File: config.mk
export PLATFORM = sky130hd
export DESIGN_NAME = sep_serial_eeprom
export DESIGN_NICKNAME = d
export VERILOG_FILES = /design/src/sep_pkg.sv /design/src/sep_mem_if.sv /design/src/sep_prog_engine.sv /design/src/sep_serial_eeprom.sv
export SDC_FILE = /design/constraint.sdc
export NUM_CORES = 2
export LEC_CHECK = 0
export BUFFER_PORTS_ARGS = -buffer_cell sky130_fd_sc_hd__buf_2
export CAP_MARGIN = 0
export CORE_ASPECT_RATIO = 0.75
export CORE_MARGIN = 2
export CORE_UTILIZATION = 40
export DETAILED_ROUTE_END_ITERATION = 8
export HOLD_SLACK_MARGIN = 0.12
export PLACE_DENSITY_LB_ADDON = 0.12
export SYNTH_ARGS = -nofsm -noshare
export SYNTH_HDL_FRONTEND = slang
export SYNTH_SLANG_ARGS = --single-unit
File: constraint.sdc
create_clock -name i_clk_sys -period 3.95 [get_ports i_clk_sys]
set_input_delay 1.185 -clock i_clk_sys [delete_from_list [all_inputs] [get_ports i_clk_sys]]
set_output_delay 1.185 -clock i_clk_sys [all_outputs]
set_load 0.01 [all_outputs]
File: src/sep_pkg.sv
// Shared constants and types for the serial EEPROM command port.
package sep_pkg;

  // ==========================================================================
  // Array geometry.
  // ==========================================================================
  localparam int unsigned ADDR_W = 6;
  localparam int unsigned DATA_W = 16;
  localparam int unsigned WORDS = 64;
  localparam logic [15:0] ERASED_WORD = 16'hFFFF;
  localparam logic PE_RESET = 1'b0;

  // ==========================================================================
  // Timing: system clock, select low time and self-timed cycle lengths.
  // ==========================================================================
  localparam int unsigned CLK_NS = 10;
  localparam int unsigned TCSL_NS = 250;
  // A least time, so it rounds up to whole cycles.
  localparam logic [4:0] TCSL_CYC = 5'((TCSL_NS + CLK_NS - 1) / CLK_NS);
  localparam int unsigned NS_PER_MS = 1000000;
  localparam int unsigned T_WC_MS = 2;
  localparam int unsigned T_EC_MS = 6;
  localparam int unsigned T_WL_MS = 15;
  // Longest times, so they round down.
  localparam int unsigned WC_CYC = T_WC_MS * NS_PER_MS / CLK_NS;
  localparam int unsigned EC_CYC = T_EC_MS * NS_PER_MS / CLK_NS;
  localparam int unsigned WL_CYC = T_WL_MS * NS_PER_MS / CLK_NS;

  // ==========================================================================
  // Instruction framing and codes.
  // ==========================================================================
  localparam logic [4:0] CMD_CLKS = 5'h09;
  localparam logic [4:0] XFER_CLKS = 5'h19;
  localparam logic [3:0] RD_LAST_BIT = 4'hF;
  localparam logic [1:0] OPC_EXT = 2'h0;
  localparam logic [1:0] OPC_WRITE = 2'h1;
  localparam logic [1:0] OPC_READ = 2'h2;
  localparam logic [1:0] OPC_ERASE = 2'h3;
  localparam logic [1:0] EXT_DISABLE = 2'h0;
  localparam logic [1:0] EXT_WRITE_ALL = 2'h1;
  localparam logic [1:0] EXT_ERASE_ALL = 2'h2;
  localparam logic [1:0] EXT_ENABLE = 2'h3;

  typedef enum logic [1:0] {POP_ERASE, POP_ERASE_ALL, POP_WRITE, POP_WRITE_ALL} sep_pop_t;
  typedef enum logic [2:0] {ST_IDLE, ST_CMD, ST_WDATA, ST_READ, ST_DONE} sep_state_t;

endpackage

File: src/sep_mem_if.sv
// Carrier between the command port and the programming engine.
`timescale 1ns/1ps
interface sep_mem_if;
  logic start;
  sep_pkg::sep_pop_t op;
  logic [sep_pkg::ADDR_W-1:0] addr;
  logic [sep_pkg::DATA_W-1:0] wdata;
  logic [sep_pkg::ADDR_W-1:0] rd_addr;
  logic [sep_pkg::DATA_W-1:0] rd_data;
  logic busy;

  modport ctrl (output start, op, addr, wdata, rd_addr, input rd_data, busy);
  modport mem (input start, op, addr, wdata, rd_addr, output rd_data, busy);
endinterface

File: src/sep_prog_engine.sv
// Word array and self-timed erase and programming engine.
`timescale 1ns/1ps
module sep_prog_engine #(
  parameter int unsigned P_WC_CYC = sep_pkg::WC_CYC,
  parameter int unsigned P_EC_CYC = sep_pkg::EC_CYC,
  parameter int unsigned P_WL_CYC = sep_pkg::WL_CYC
) (
  input wire logic i_clk_sys,
  input wire logic i_rst,
  sep_mem_if.mem m
);

  // ==========================================================================
  // Storage and cycle state.
  // ==========================================================================
  logic [sep_pkg::DATA_W-1:0] mem_r [sep_pkg::WORDS];
  logic busy_r;
  logic [23:0] cnt_r;
  sep_pkg::sep_pop_t op_r;
  logic [sep_pkg::ADDR_W-1:0] addr_r;
  logic [sep_pkg::DATA_W-1:0] data_r;

  // Cycle length for each kind of programming operation.
  function automatic logic [23:0] cyc_len(input sep_pkg::sep_pop_t op);
    logic [23:0] len;
    len = 24'(P_WC_CYC);
    if (op == sep_pkg::POP_ERASE_ALL) begin
      len = 24'(P_EC_CYC);
    end else if (op == sep_pkg::POP_WRITE_ALL) begin
      len = 24'(P_WL_CYC);
    end
    return len;
  endfunction

  // The timer runs on the system clock alone, so no serial clock edge is needed.
  always_ff @(posedge i_clk_sys) begin
    if (i_rst) begin
      busy_r <= 1'b0;
      cnt_r <= 24'h00_0000;
      op_r <= sep_pkg::POP_ERASE;
      addr_r <= '0;
      data_r <= '0;
    end else if (m.start && !busy_r) begin
      busy_r <= 1'b1;
      cnt_r <= cyc_len(m.op);
      op_r <= m.op;
      addr_r <= m.addr;
      data_r <= m.wdata;
    end else if (busy_r) begin
      cnt_r <= cnt_r - 24'h00_0001;
      if (cnt_r == 24'h00_0001) begin
        busy_r <= 1'b0;
      end
    end
  end

  // Array updates land at the end of the cycle; write-all clears the array half way.
  // Contents are nonvolatile, so the array has no reset.
  always_ff @(posedge i_clk_sys) begin
    if (busy_r && cnt_r == 24'h00_0001) begin
      case (op_r)
        sep_pkg::POP_ERASE: mem_r[addr_r] <= sep_pkg::ERASED_WORD;
        sep_pkg::POP_WRITE: mem_r[addr_r] <= data_r;
        sep_pkg::POP_ERASE_ALL: begin
          for (int i = 0; i < sep_pkg::WORDS; i++) begin
            mem_r[i] <= sep_pkg::ERASED_WORD;
          end
        end
        default: begin
          for (int i = 0; i < sep_pkg::WORDS; i++) begin
            mem_r[i] <= data_r;
          end
        end
      endcase
    end else if (busy_r && op_r == sep_pkg::POP_WRITE_ALL && cnt_r == (cyc_len(op_r) >> 1)) begin
      for (int i = 0; i < sep_pkg::WORDS; i++) begin
        mem_r[i] <= sep_pkg::ERASED_WORD;
      end
    end
  end

  assign m.rd_data = mem_r[m.rd_addr];
  assign m.busy = busy_r;
endmodule

File: src/sep_serial_eeprom.sv
// Command port of a 64 by 16 serial EEPROM behind a three-wire serial link.
// Function
// - Deselect enters standby only after any running programming cycle ends.
// - Select low resets command logic; master keeps select low 250 ns between instructions.
// - Inputs sampled and output bits updated on rising serial clock edges.
// - Serial clock may pause at either level anywhere in a transfer.
// - Before a start bit, any number of clocks changes nothing.
// - Start bit is first rising clock edge with select and data in high.
// - Execute only after 9 clocks (short commands, read) or 25 clocks (write, write-all).
// - After the last bit, clock and data in are ignored until a new start.
// - Data out floats except for read data or status; floats on deselect.
// - Reselect after minimum low time shows busy low, ready high.
// - Select low for whole cycle keeps output floating; later check shows high.
// - Leave standby as soon as select rises.
// - Start program-disabled; erase and write rejected until enabled; read always works.
// - Erase sets the addressed word to all ones from the last address edge.
// - Erase-all sets the whole array to ones, self-timed from the last address edge.
// - Programming cycles complete with no serial clock edges.
// - Read outputs a zero dummy bit, then the 16-bit word.
// - While select stays high, read continues with following words.
// - Write stores sixteen data bits, cycle starting after the last data bit.
// - Write-all erases the array, then programs every word; needs enable.
`timescale 1ns/1ps
module sep_serial_eeprom #(
  parameter int unsigned P_WC_CYC = sep_pkg::WC_CYC,
  parameter int unsigned P_EC_CYC = sep_pkg::EC_CYC,
  parameter int unsigned P_WL_CYC = sep_pkg::WL_CYC
) (
  input wire logic i_clk_sys,
  input wire logic i_rst,
  input wire logic i_sel,
  input wire logic i_sclk,
  input wire logic i_serial_data_in,
  output logic o_sdo,
  output logic o_sdo_oe
);

  // ==========================================================================
  // Declarations.
  // ==========================================================================
  sep_mem_if mif ();
  logic sel_s1, sel_s2, sel_d_r;
  logic sclk_s1, sclk_s2, sclk_d_r;
  logic din_s1, din_s2;
  logic rise, sel_fall, sel_rise;
  logic [4:0] sel_low_cnt_r;
  sep_pkg::sep_state_t st_r;
  logic [4:0] bcnt_r;
  logic [7:0] cmd_sh_r;
  logic [15:0] wd_sh_r;
  logic [7:0] cmd_word;
  logic [15:0] data_word;
  logic start_ev, last_cmd, last_data, rd_go;
  logic [1:0] opc_r;
  logic [5:0] addr_r;
  logic pe_r;
  logic start_r;
  sep_pkg::sep_pop_t pop_r;
  logic [15:0] wdata_r;
  logic [15:0] rd_sh_r;
  logic [3:0] rd_cnt_r;
  logic stat_arm_r, stat_mode_r;
  logic o_sdo_r, o_sdo_oe_r;

  // ==========================================================================
  // Pin synchronisers and edge detection.
  // ==========================================================================
  // Every pin passes two flops; the serial clock is sampled, not used as a clock.
  always_ff @(posedge i_clk_sys) begin
    if (i_rst) begin
      sel_s1 <= 1'b0;
      sel_s2 <= 1'b0;
      sclk_s1 <= 1'b0;
      sclk_s2 <= 1'b0;
      din_s1 <= 1'b0;
      din_s2 <= 1'b0;
    end else begin
      sel_s1 <= i_sel;
      sel_s2 <= sel_s1;
      sclk_s1 <= i_sclk;
      sclk_s2 <= sclk_s1;
      din_s1 <= i_serial_data_in;
      din_s2 <= din_s1;
    end
  end

  // Delayed copies for edge finding.
  always_ff @(posedge i_clk_sys) begin
    if (i_rst) begin
      sel_d_r <= 1'b0;
      sclk_d_r <= 1'b0;
    end else begin
      sel_d_r <= sel_s2;
      sclk_d_r <= sclk_s2;
    end
  end

  // Edge-based sampling means a paused clock, high or low, simply waits.
  assign rise = sclk_s2 & ~sclk_d_r;
  assign sel_fall = ~sel_s2 & sel_d_r;
  assign sel_rise = sel_s2 & ~sel_d_r;

  // Select low time, saturating; it still holds the low count in the rising cycle.
  always_ff @(posedge i_clk_sys) begin
    if (i_rst || sel_s2) begin
      sel_low_cnt_r <= 5'h00;
    end else if (sel_low_cnt_r != sep_pkg::TCSL_CYC) begin
      sel_low_cnt_r <= sel_low_cnt_r + 5'h01;
    end
  end

  // ==========================================================================
  // Command framing.
  // ==========================================================================
  // A start is refused while a cycle runs, so it is recognised only afterwards.
  assign start_ev = rise && sel_s2 && st_r == sep_pkg::ST_IDLE && din_s2 && !mif.busy;
  assign cmd_word = {cmd_sh_r[6:0], din_s2};
  assign data_word = {wd_sh_r[14:0], din_s2};
  assign last_cmd = rise && st_r == sep_pkg::ST_CMD && bcnt_r == sep_pkg::CMD_CLKS - 5'h01;
  assign last_data = rise && st_r == sep_pkg::ST_WDATA && bcnt_r == sep_pkg::XFER_CLKS - 5'h01;
  assign rd_go = last_cmd && cmd_word[7:6] == sep_pkg::OPC_READ;

  // Deselect holds the framing in its idle state; programming is unaffected.
  always_ff @(posedge i_clk_sys) begin
    if (i_rst || !sel_s2) begin
      st_r <= sep_pkg::ST_IDLE;
      bcnt_r <= 5'h00;
    end else if (rise) begin
      case (st_r)
        sep_pkg::ST_IDLE: begin
          if (start_ev) begin
            st_r <= sep_pkg::ST_CMD;
            bcnt_r <= 5'h01;
          end
        end
        sep_pkg::ST_CMD: begin
          bcnt_r <= bcnt_r + 5'h01;
          if (last_cmd) begin
            if (cmd_word[7:6] == sep_pkg::OPC_READ) begin
              st_r <= sep_pkg::ST_READ;
            end else if (cmd_word[7:6] == sep_pkg::OPC_WRITE ||
                         cmd_word[7:4] == {sep_pkg::OPC_EXT, sep_pkg::EXT_WRITE_ALL}) begin
              st_r <= sep_pkg::ST_WDATA;
            end else begin
              st_r <= sep_pkg::ST_DONE;
            end
          end
        end
        sep_pkg::ST_WDATA: begin
          bcnt_r <= bcnt_r + 5'h01;
          if (last_data) begin
            st_r <= sep_pkg::ST_DONE;
          end
        end
        default: begin
          st_r <= st_r;
        end
      endcase
    end
  end

  // Opcode, address and data shift in most significant bit first.
  always_ff @(posedge i_clk_sys) begin
    if (i_rst) begin
      cmd_sh_r <= 8'h00;
      wd_sh_r <= 16'h0000;
      opc_r <= sep_pkg::OPC_EXT;
    end else if (rise && st_r == sep_pkg::ST_CMD) begin
      cmd_sh_r <= cmd_word;
      if (last_cmd) begin
        opc_r <= cmd_word[7:6];
      end
    end else if (rise && st_r == sep_pkg::ST_WDATA) begin
      wd_sh_r <= data_word;
    end
  end

  // ==========================================================================
  // Program enable and programming requests.
  // ==========================================================================
  // A reset, standing for power loss, or the disable instruction returns the device to disabled.
  always_ff @(posedge i_clk_sys) begin
    if (i_rst) begin
      pe_r <= sep_pkg::PE_RESET;
    end else if (last_cmd && cmd_word[7:4] == {sep_pkg::OPC_EXT, sep_pkg::EXT_ENABLE}) begin
      pe_r <= 1'b1;
    end else if (last_cmd && cmd_word[7:4] == {sep_pkg::OPC_EXT, sep_pkg::EXT_DISABLE}) begin
      pe_r <= 1'b0;
    end
  end

  // Erase kinds start at the last address edge, write kinds at the last data edge.
  always_ff @(posedge i_clk_sys) begin
    if (i_rst) begin
      start_r <= 1'b0;
      pop_r <= sep_pkg::POP_ERASE;
      wdata_r <= 16'h0000;
    end else begin
      start_r <= 1'b0;
      if (pe_r && last_cmd && cmd_word[7:6] == sep_pkg::OPC_ERASE) begin
        start_r <= 1'b1;
        pop_r <= sep_pkg::POP_ERASE;
      end else if (pe_r && last_cmd && cmd_word[7:4] == {sep_pkg::OPC_EXT, sep_pkg::EXT_ERASE_ALL}) begin
        start_r <= 1'b1;
        pop_r <= sep_pkg::POP_ERASE_ALL;
      end else if (pe_r && last_data) begin
        start_r <= 1'b1;
        pop_r <= (opc_r == sep_pkg::OPC_WRITE) ? sep_pkg::POP_WRITE : sep_pkg::POP_WRITE_ALL;
        wdata_r <= data_word;
      end
    end
  end

  assign mif.start = start_r;
  assign mif.op = pop_r;
  assign mif.addr = addr_r;
  assign mif.wdata = wdata_r;
  assign mif.rd_addr = addr_r;

  sep_prog_engine #(
    .P_WC_CYC(P_WC_CYC),
    .P_EC_CYC(P_EC_CYC),
    .P_WL_CYC(P_WL_CYC)
  ) u_prog (
    .i_clk_sys(i_clk_sys),
    .i_rst(i_rst),
    .m(mif.mem)
  );

  // ==========================================================================
  // Read path.
  // ==========================================================================
  // The address register advances on each word fetch, wrapping at the top.
  always_ff @(posedge i_clk_sys) begin
    if (i_rst) begin
      addr_r <= 6'h00;
      rd_sh_r <= 16'h0000;
      rd_cnt_r <= 4'h0;
    end else if (last_cmd) begin
      addr_r <= cmd_word[5:0];
      rd_cnt_r <= 4'h0;
    end else if (rise && st_r == sep_pkg::ST_READ) begin
      if (rd_cnt_r == 4'h0) begin
        rd_sh_r <= {mif.rd_data[14:0], 1'b0};
        rd_cnt_r <= sep_pkg::RD_LAST_BIT;
        addr_r <= addr_r + 6'h01;
      end else begin
        rd_sh_r <= {rd_sh_r[14:0], 1'b0};
        rd_cnt_r <= rd_cnt_r - 4'h1;
      end
    end
  end

  // ==========================================================================
  // Status output.
  // ==========================================================================
  // Armed by any started cycle and kept after it ends, so a late check shows ready.
  always_ff @(posedge i_clk_sys) begin
    if (i_rst || start_ev) begin
      stat_arm_r <= 1'b0;
      stat_mode_r <= 1'b0;
    end else begin
      if (start_r) begin
        stat_arm_r <= 1'b1;
      end
      if (sel_fall) begin
        stat_mode_r <= 1'b0;
      end else if (sel_rise && (stat_arm_r || start_r) && sel_low_cnt_r == sep_pkg::TCSL_CYC) begin
        stat_mode_r <= 1'b1;
      end
    end
  end

  // Data out driver: dummy zero and read bits, else status, else floating.
  always_ff @(posedge i_clk_sys) begin
    if (i_rst || !sel_s2) begin
      o_sdo_oe_r <= 1'b0;
      o_sdo_r <= 1'b0;
    end else if (rd_go) begin
      o_sdo_oe_r <= 1'b1;
      o_sdo_r <= 1'b0;
    end else if (rise && st_r == sep_pkg::ST_READ) begin
      o_sdo_r <= (rd_cnt_r == 4'h0) ? mif.rd_data[15] : rd_sh_r[15];
    end else if (st_r != sep_pkg::ST_READ) begin
      o_sdo_oe_r <= stat_mode_r;
      o_sdo_r <= stat_mode_r & ~mif.busy;
    end
  end

  assign o_sdo = o_sdo_r;
  assign o_sdo_oe = o_sdo_oe_r;
endmodule
# --- Yosys cells after proc, flatten, opt, wreduce, memory -nomap -nowiden ---
# Memories as Yosys holds them, arrays and structs flattened. A register that Yosys moved wholly into a read port is not among the register bits.
# Cells that the tools add are included.
op_classes:
  bitwise: 141
  addsub: 5
  n_reduce_logical: 58
  shift: 0
  div_mod_pow: 0
  n_mux: 186
  multipliers: 0
  n_eq_ne: 26
  n_lt_le_gt_ge: 0
ops:
  columns: ["cell", "n"]
  rows:
  - ["two-way mux 16 bit", 131]
  - ["bitwise OR 1 bit", 129]
  - ["two-way mux 24 bit", 5]
  - ["two-way mux 21 bit", 2]
  - ["two-way mux 6 bit", 6]
  - ["two-way mux 1 bit", 33]
  - ["equality test 24 x 1 -> 1 bit (second input constant)", 1]
  - ["equality test 24 x 23 -> 1 bit", 1]
  - ["subtractor 24 x 1 -> 24 bit (second input constant)", 1]
  - ["logical AND 1 bit", 22]
  - ["nonzero test 2 bit", 8]
  - ["OR reduction 16 bit", 1]
  - ["two-way mux 3 bit", 5]
  - ["adder 5 x 1 -> 5 bit (second input constant)", 2]
  - ["equality test 2 bit (second input constant)", 5]
  - ["equality test 5 bit (second input constant)", 2]
  - ["case mux 5 bit (2 select lines)", 1]
  - ["AND reduction 2 bit", 5]
  - ["OR reduction 2 bit", 5]
  - ["case mux 3 bit (3 select lines)", 1]
  - ["equality test 2 x 1 -> 1 bit (second input constant)", 4]
  - ["equality test 4 x 2 -> 1 bit (second input constant)", 2]
  - ["logical NOT 4 bit", 2]
  - ["!= test 2 bit (second input constant)", 4]
  - ["other kinds (20)", 38]
totals:
  register_bits: 144
  mem_bits_rw: 1024
  n_memories: 1
  in_bits: 5
  latch_bits: 0
  romBits: 0
mem_list:
  columns: ["memory", "words", "width", "rd", "rd_ports_with_merged_regs", "wr", "line", "source"]
  rows:
  - ["u_prog.mem_r", 64, 16, 1, 1, 64, "sep_prog_engine.sv:16", "logic [sep_pkg::DATA_W-1:0] mem_r [sep_pkg::WORDS];"]

# --- Logic depth before layout (Yosys ltp) ---
depth:
  depth_word: 12
  mapped_depth: 11
  depth_no_buf: 7

# --- Modules after synthesis ---
# A second synthesis with hierarchy kept.
unflattened:
  cells_unflattened: 3932
  hier_area_um2: 49481.2
modules_own_cells:
  columns: ["mod", "cells_per_inst", "area_per_inst_um2", "seq_area_each_um2", "instances"]
  rows:
  - ["sep_prog_engine", 3452, 45456.1, 26605.5, 1]
  - ["sep_serial_eeprom", 480, 4025.1, 1881.8, 1]

# --- Worst setup path after synthesis ---
# OpenSTA, ideal clock, no wires.
synth_timing:
  kind: "register to register"
  from: "register u_prog.cnt_r[15]"
  to: "memory u_prog.mem_r[10][0] in the netlist's numbering (enable)"
  stages_incl_launch_ff: 6
  slack_ps: 562
  arrival_time_ps: 2977
  path_buffers: 1
  required_time_ps: 3539
  path_cell_list: "dfxtp_1 > or4_4 > nor4_2 > nand2_1 > clkbuf_1 > o21ai_0"
synth_lines:
  columns: ["element", "line", "source"]
  rows:
  - ["start, declared", "sep_prog_engine.sv:18", "logic [23:0] cnt_r;"]
  - ["start signal, assigned", "sep_prog_engine.sv:45", "cnt_r <= cyc_len(m.op);"]
  - ["start signal, assigned", "sep_prog_engine.sv:50", "cnt_r <= cnt_r - 24'h00_0001;"]
  - ["end, declared", "sep_prog_engine.sv:16", null]

==> results_dict.tcl <==
set metrics [dict create \
    layout_min_cycle_time_ns 3.26 \
    cap_viol_max_count 0 \
    cts_tree "yes" \
    run_status "complete, no violations" \
    rows 111 \
    cts_num_sinks 1173 \
    synth.area.mux_share_pct 23.0 \
    min_path_type "flip-flop to flip-flop" \
    core_area_um2 123000 \
    synth_top_family_by_area "multiplexers" \
    swShare_pct 20.8 \
    syn_to_final_growth_pct 12.3 \
    worstSetupEndpointType "flip-flop" \
    synth_cells 3782 \
    synth.most_common_cell "dfxtp_1" \
    die_h_um 309 \
    worstMarginPinSlew_ns 1.17 \
    synthFlopType "dfxtp_1" \
    vias_per_cell 5.54 \
    critPathSlowestCell "buf_4" \
    relSlewSlack_pct 21.9 \
    synth_xor_area_share_pct 0.194 \
    path_delay_family "simple AND/OR/NAND/NOR gates" \
    io_buffers 6 \
    seq_area_frac_synth_pct 57.7 \
    setup_viol_count_final 0 \
    met2_length_mm 58.1 \
    fin_hold_ws_ns 0.434 \
    crit_buf_inv 2 \
    ios 7 \
    leakagePower_nw 21.5 \
    finalCritPeriodShare_pct 82.6 \
    finalWorstSetupSlack_ns 0.688 \
    fmax_mhz 307 \
    grt_max_degree 110 \
    die_x_um 411 \
    synth_nets 3796 \
    insertion_delay_ns 0.76 \
    cts_root_buf "clkbuf_16" \
    p_switching_w 0.00500 \
    wl_per_cell_um 25.0 \
    totalWireLength_mm 138 \
    grt_pass1_vias 29200 \
    finClkSkew_ns 0.0371 \
    route.detailed.drc 0 \
    fin_area_um2 55700 \
    clk_pin_slew_worst_paths_ns 0.06 \
    p_seq_share_pct 52.4 \
    vdd.ir_drop.worst_mv 0.403 \
    synthSimpleGateAreaFrac_pct 9.81 \
    start_kind "flip-flop" \
    yosysWarnings 0 \
    die-area_um2 127000 \
    synth_top_area_share_pct 31.0 \
    ys_ff_latch 1173 \
    cts_buffers 116 \
    cts.hold.buffers_added 0 \
    synth-compound-area-share_pct 5.55 \
    start_util_pct 40.4 \
    post-route-util_pct 45.4 \
    final-seq-area_um2 28600 \
    syn_area_per_cell_um2 13.1 \
    grt_use_total_pct 21.6 \
    fin_setup_tns_ns 0 \
    crit_arrival_ns 3.86 \
    synthArstFlopShare_pct 0 \
    place_ws_ns 0.707 \
    grt_pass1_wl_mm 204 \
    synth_common_cells "661 x dfxtp_1, 636 x nand2_1, 573 x mux2i_1, 512 x edfxtp_1, 250 x mux4_2" \
    required_ns 4.55 \
    h-tree-depth 3 \
    antenna_found_initial 3 \
    drt_iter0_markers 3143 \
    crit_top_cell "nand2_1" \
    yosysTopAreaCell "edfxtp_1" \
    vias 30500 \
    cts_resized 0 \
    grt-ovfl-total 0 \
    synth_area_um2 49600 \
    routed.top_layer "met4" \
    cts_max_path_buffers 3 \
    dr.pass1.iters 5 \
    synthTopCellsByArea "edfxtp_1 31%, dfxtp_1 27%, mux2i_1 12%" \
    slew_viol_final 0 \
    place_congestion 0.831 \
    critPathMaxStageDelay_ns 0.71 \
    synth-edff-count 512 \
    yosysUniqueCellTypes 66 \
    rsz0062_at_grt "false" \
    final_nets 3787 \
    synth_fa_ha_area_share_pct 0.227 \
    multi_input_area_um2 19400 \
    detail-route-antenna-nets 0 \
    wirelength_met1_mm 70.2 \
    hpwl_mm 84.7 \
    p_comb_share_pct 0.2 \
    path_cells "inv_1, ha_1, nand2_1, or4_4, nor2_4, a21boi_4, buf_4, nand2_1" \
    power_frac_clock_pct 47.4 \
    cp_max_fo 69 \
    dpl_cell_area_um2 51800 \
    hold_viol 0 \
    cts_setup_buffers 0 \
    drive_above_1_share_pct 18.8 \
    p_int_w 0.0190 \
    wl_met3_mm 6.76 \
    power_density_nw_per_um2 431 \
    n_fill_cell 11100 \
    critical_path_class "flip-flop to flip-flop" \
]
flip-flops by register name, indices dropped and copies added (netlist names), 6 cells and up, named ones only:
name	cells
cmd_sh_r	7
addr_r	6
u_prog.data_r	16
mif.wdata	16
wd_sh_r	15
u_prog.addr_r	6
u_prog.mem_r	1024
u_prog.cnt_r	24
rd_sh_r	15
per-layer routing:
layer	GRT usage [%]	vias up
met5	0	-
met4	4.63	0
met3	3.05	147
met2	31.0	750
met1	34.4	15600
li1	-	14100
kinds of logic after synthesis:
| logic type | Yosys count |
|---|---|
| xor+xnor | 11 |
| compound gates | 441 |
| flops | 1173 |
| fa+ha+maj | 9 |
| buf+inv | 339 |
| mux | 828 |
| simple gates | 981 |
cell usage in the layout (no fill, tap or decap), types with 10 or more instances in the layout:
master / n
o31a_1: 15
nand2_1: 635
nor3_4: 32
mux4_2: 250
bufinv_16: 10
nor3_1: 33
nor2_1: 69
clkbuf_8: 17
nor2b_1: 17
nand4b_1: 25
edfxtp_1: 512
inv_1: 17
a31oi_1: 26
o21ai_0: 27
clkbuf_1: 15
and2_1: 12
nand2b_1: 13
dfxtp_1: 656
mux2i_1: 573
o21ai_2: 23
buf_12: 15
a21o_1: 13
nand3b_1: 41
o2111ai_1: 14
clkbuf_16: 117
clkinv_1: 15
a21oi_1: 178
nand3_1: 19
clkinvlp_4: 10
buf_4: 174
clkinv_2: 23
a22oi_1: 97
stage by stage:
step,cells,total power [W]
4_1_cts,5512,0.0243
3_3_place_gp,5293,0.0129
5_1_grt,5512,0.0247
3_5_place_dp,5293,0.0129
6_report,5513,0.0240
2_1_floorplan,3782,0.0129
final timing paths:
| check | start | to | slack [ns] | cells past startpoint |
|---|---|---|---|---|
| min | din_s1$_SDFF_PP0_ | din_s2$_SDFF_PP0_ | 0.43 | 1 |
| max | u_prog.cnt_r[1]$_SDFFE_PP0P_ | u_prog.mem_r[35][11]$_SDFFE_PP1P_ | 0.69 | 8 |
| min reg2reg | din_s1$_SDFF_PP0_ | din_s2$_SDFF_PP0_ | 0.43 | 1 |
| max reg2reg | u_prog.cnt_r[1]$_SDFFE_PP0P_ | u_prog.mem_r[35][11]$_SDFFE_PP1P_ | 0.69 | 8 |
cell type report:
class	instances	share of cell area [%]
inverters	18	0.121
clock buffers	149	5.78
repair buffers	194	2.93
flip-flops and latches	1173	51.4
well taps	1638	3.68
clock inverters	70	1.24
diodes	1	0.00449
multi-input cells	2270	34.9
power groups by stage:
| stage | Clock [W] | Sequential (W) | Combinational [W] |
|---|---|---|---|
| 2_1_floorplan | 0 | 0.0128 | 0.0000375 |
| 3_3_place_gp | 0 | 0.0128 | 0.0000525 |
| 3_5_place_dp | 0 | 0.0128 | 0.0000527 |
| 4_1_cts | 0.0116 | 0.0126 | 0.0000530 |
| 5_1_grt | 0.0121 | 0.0126 | 0.0000575 |
| 6_report | 0.0114 | 0.0126 | 0.0000526 |
Power figures use the tool's default switching activity.
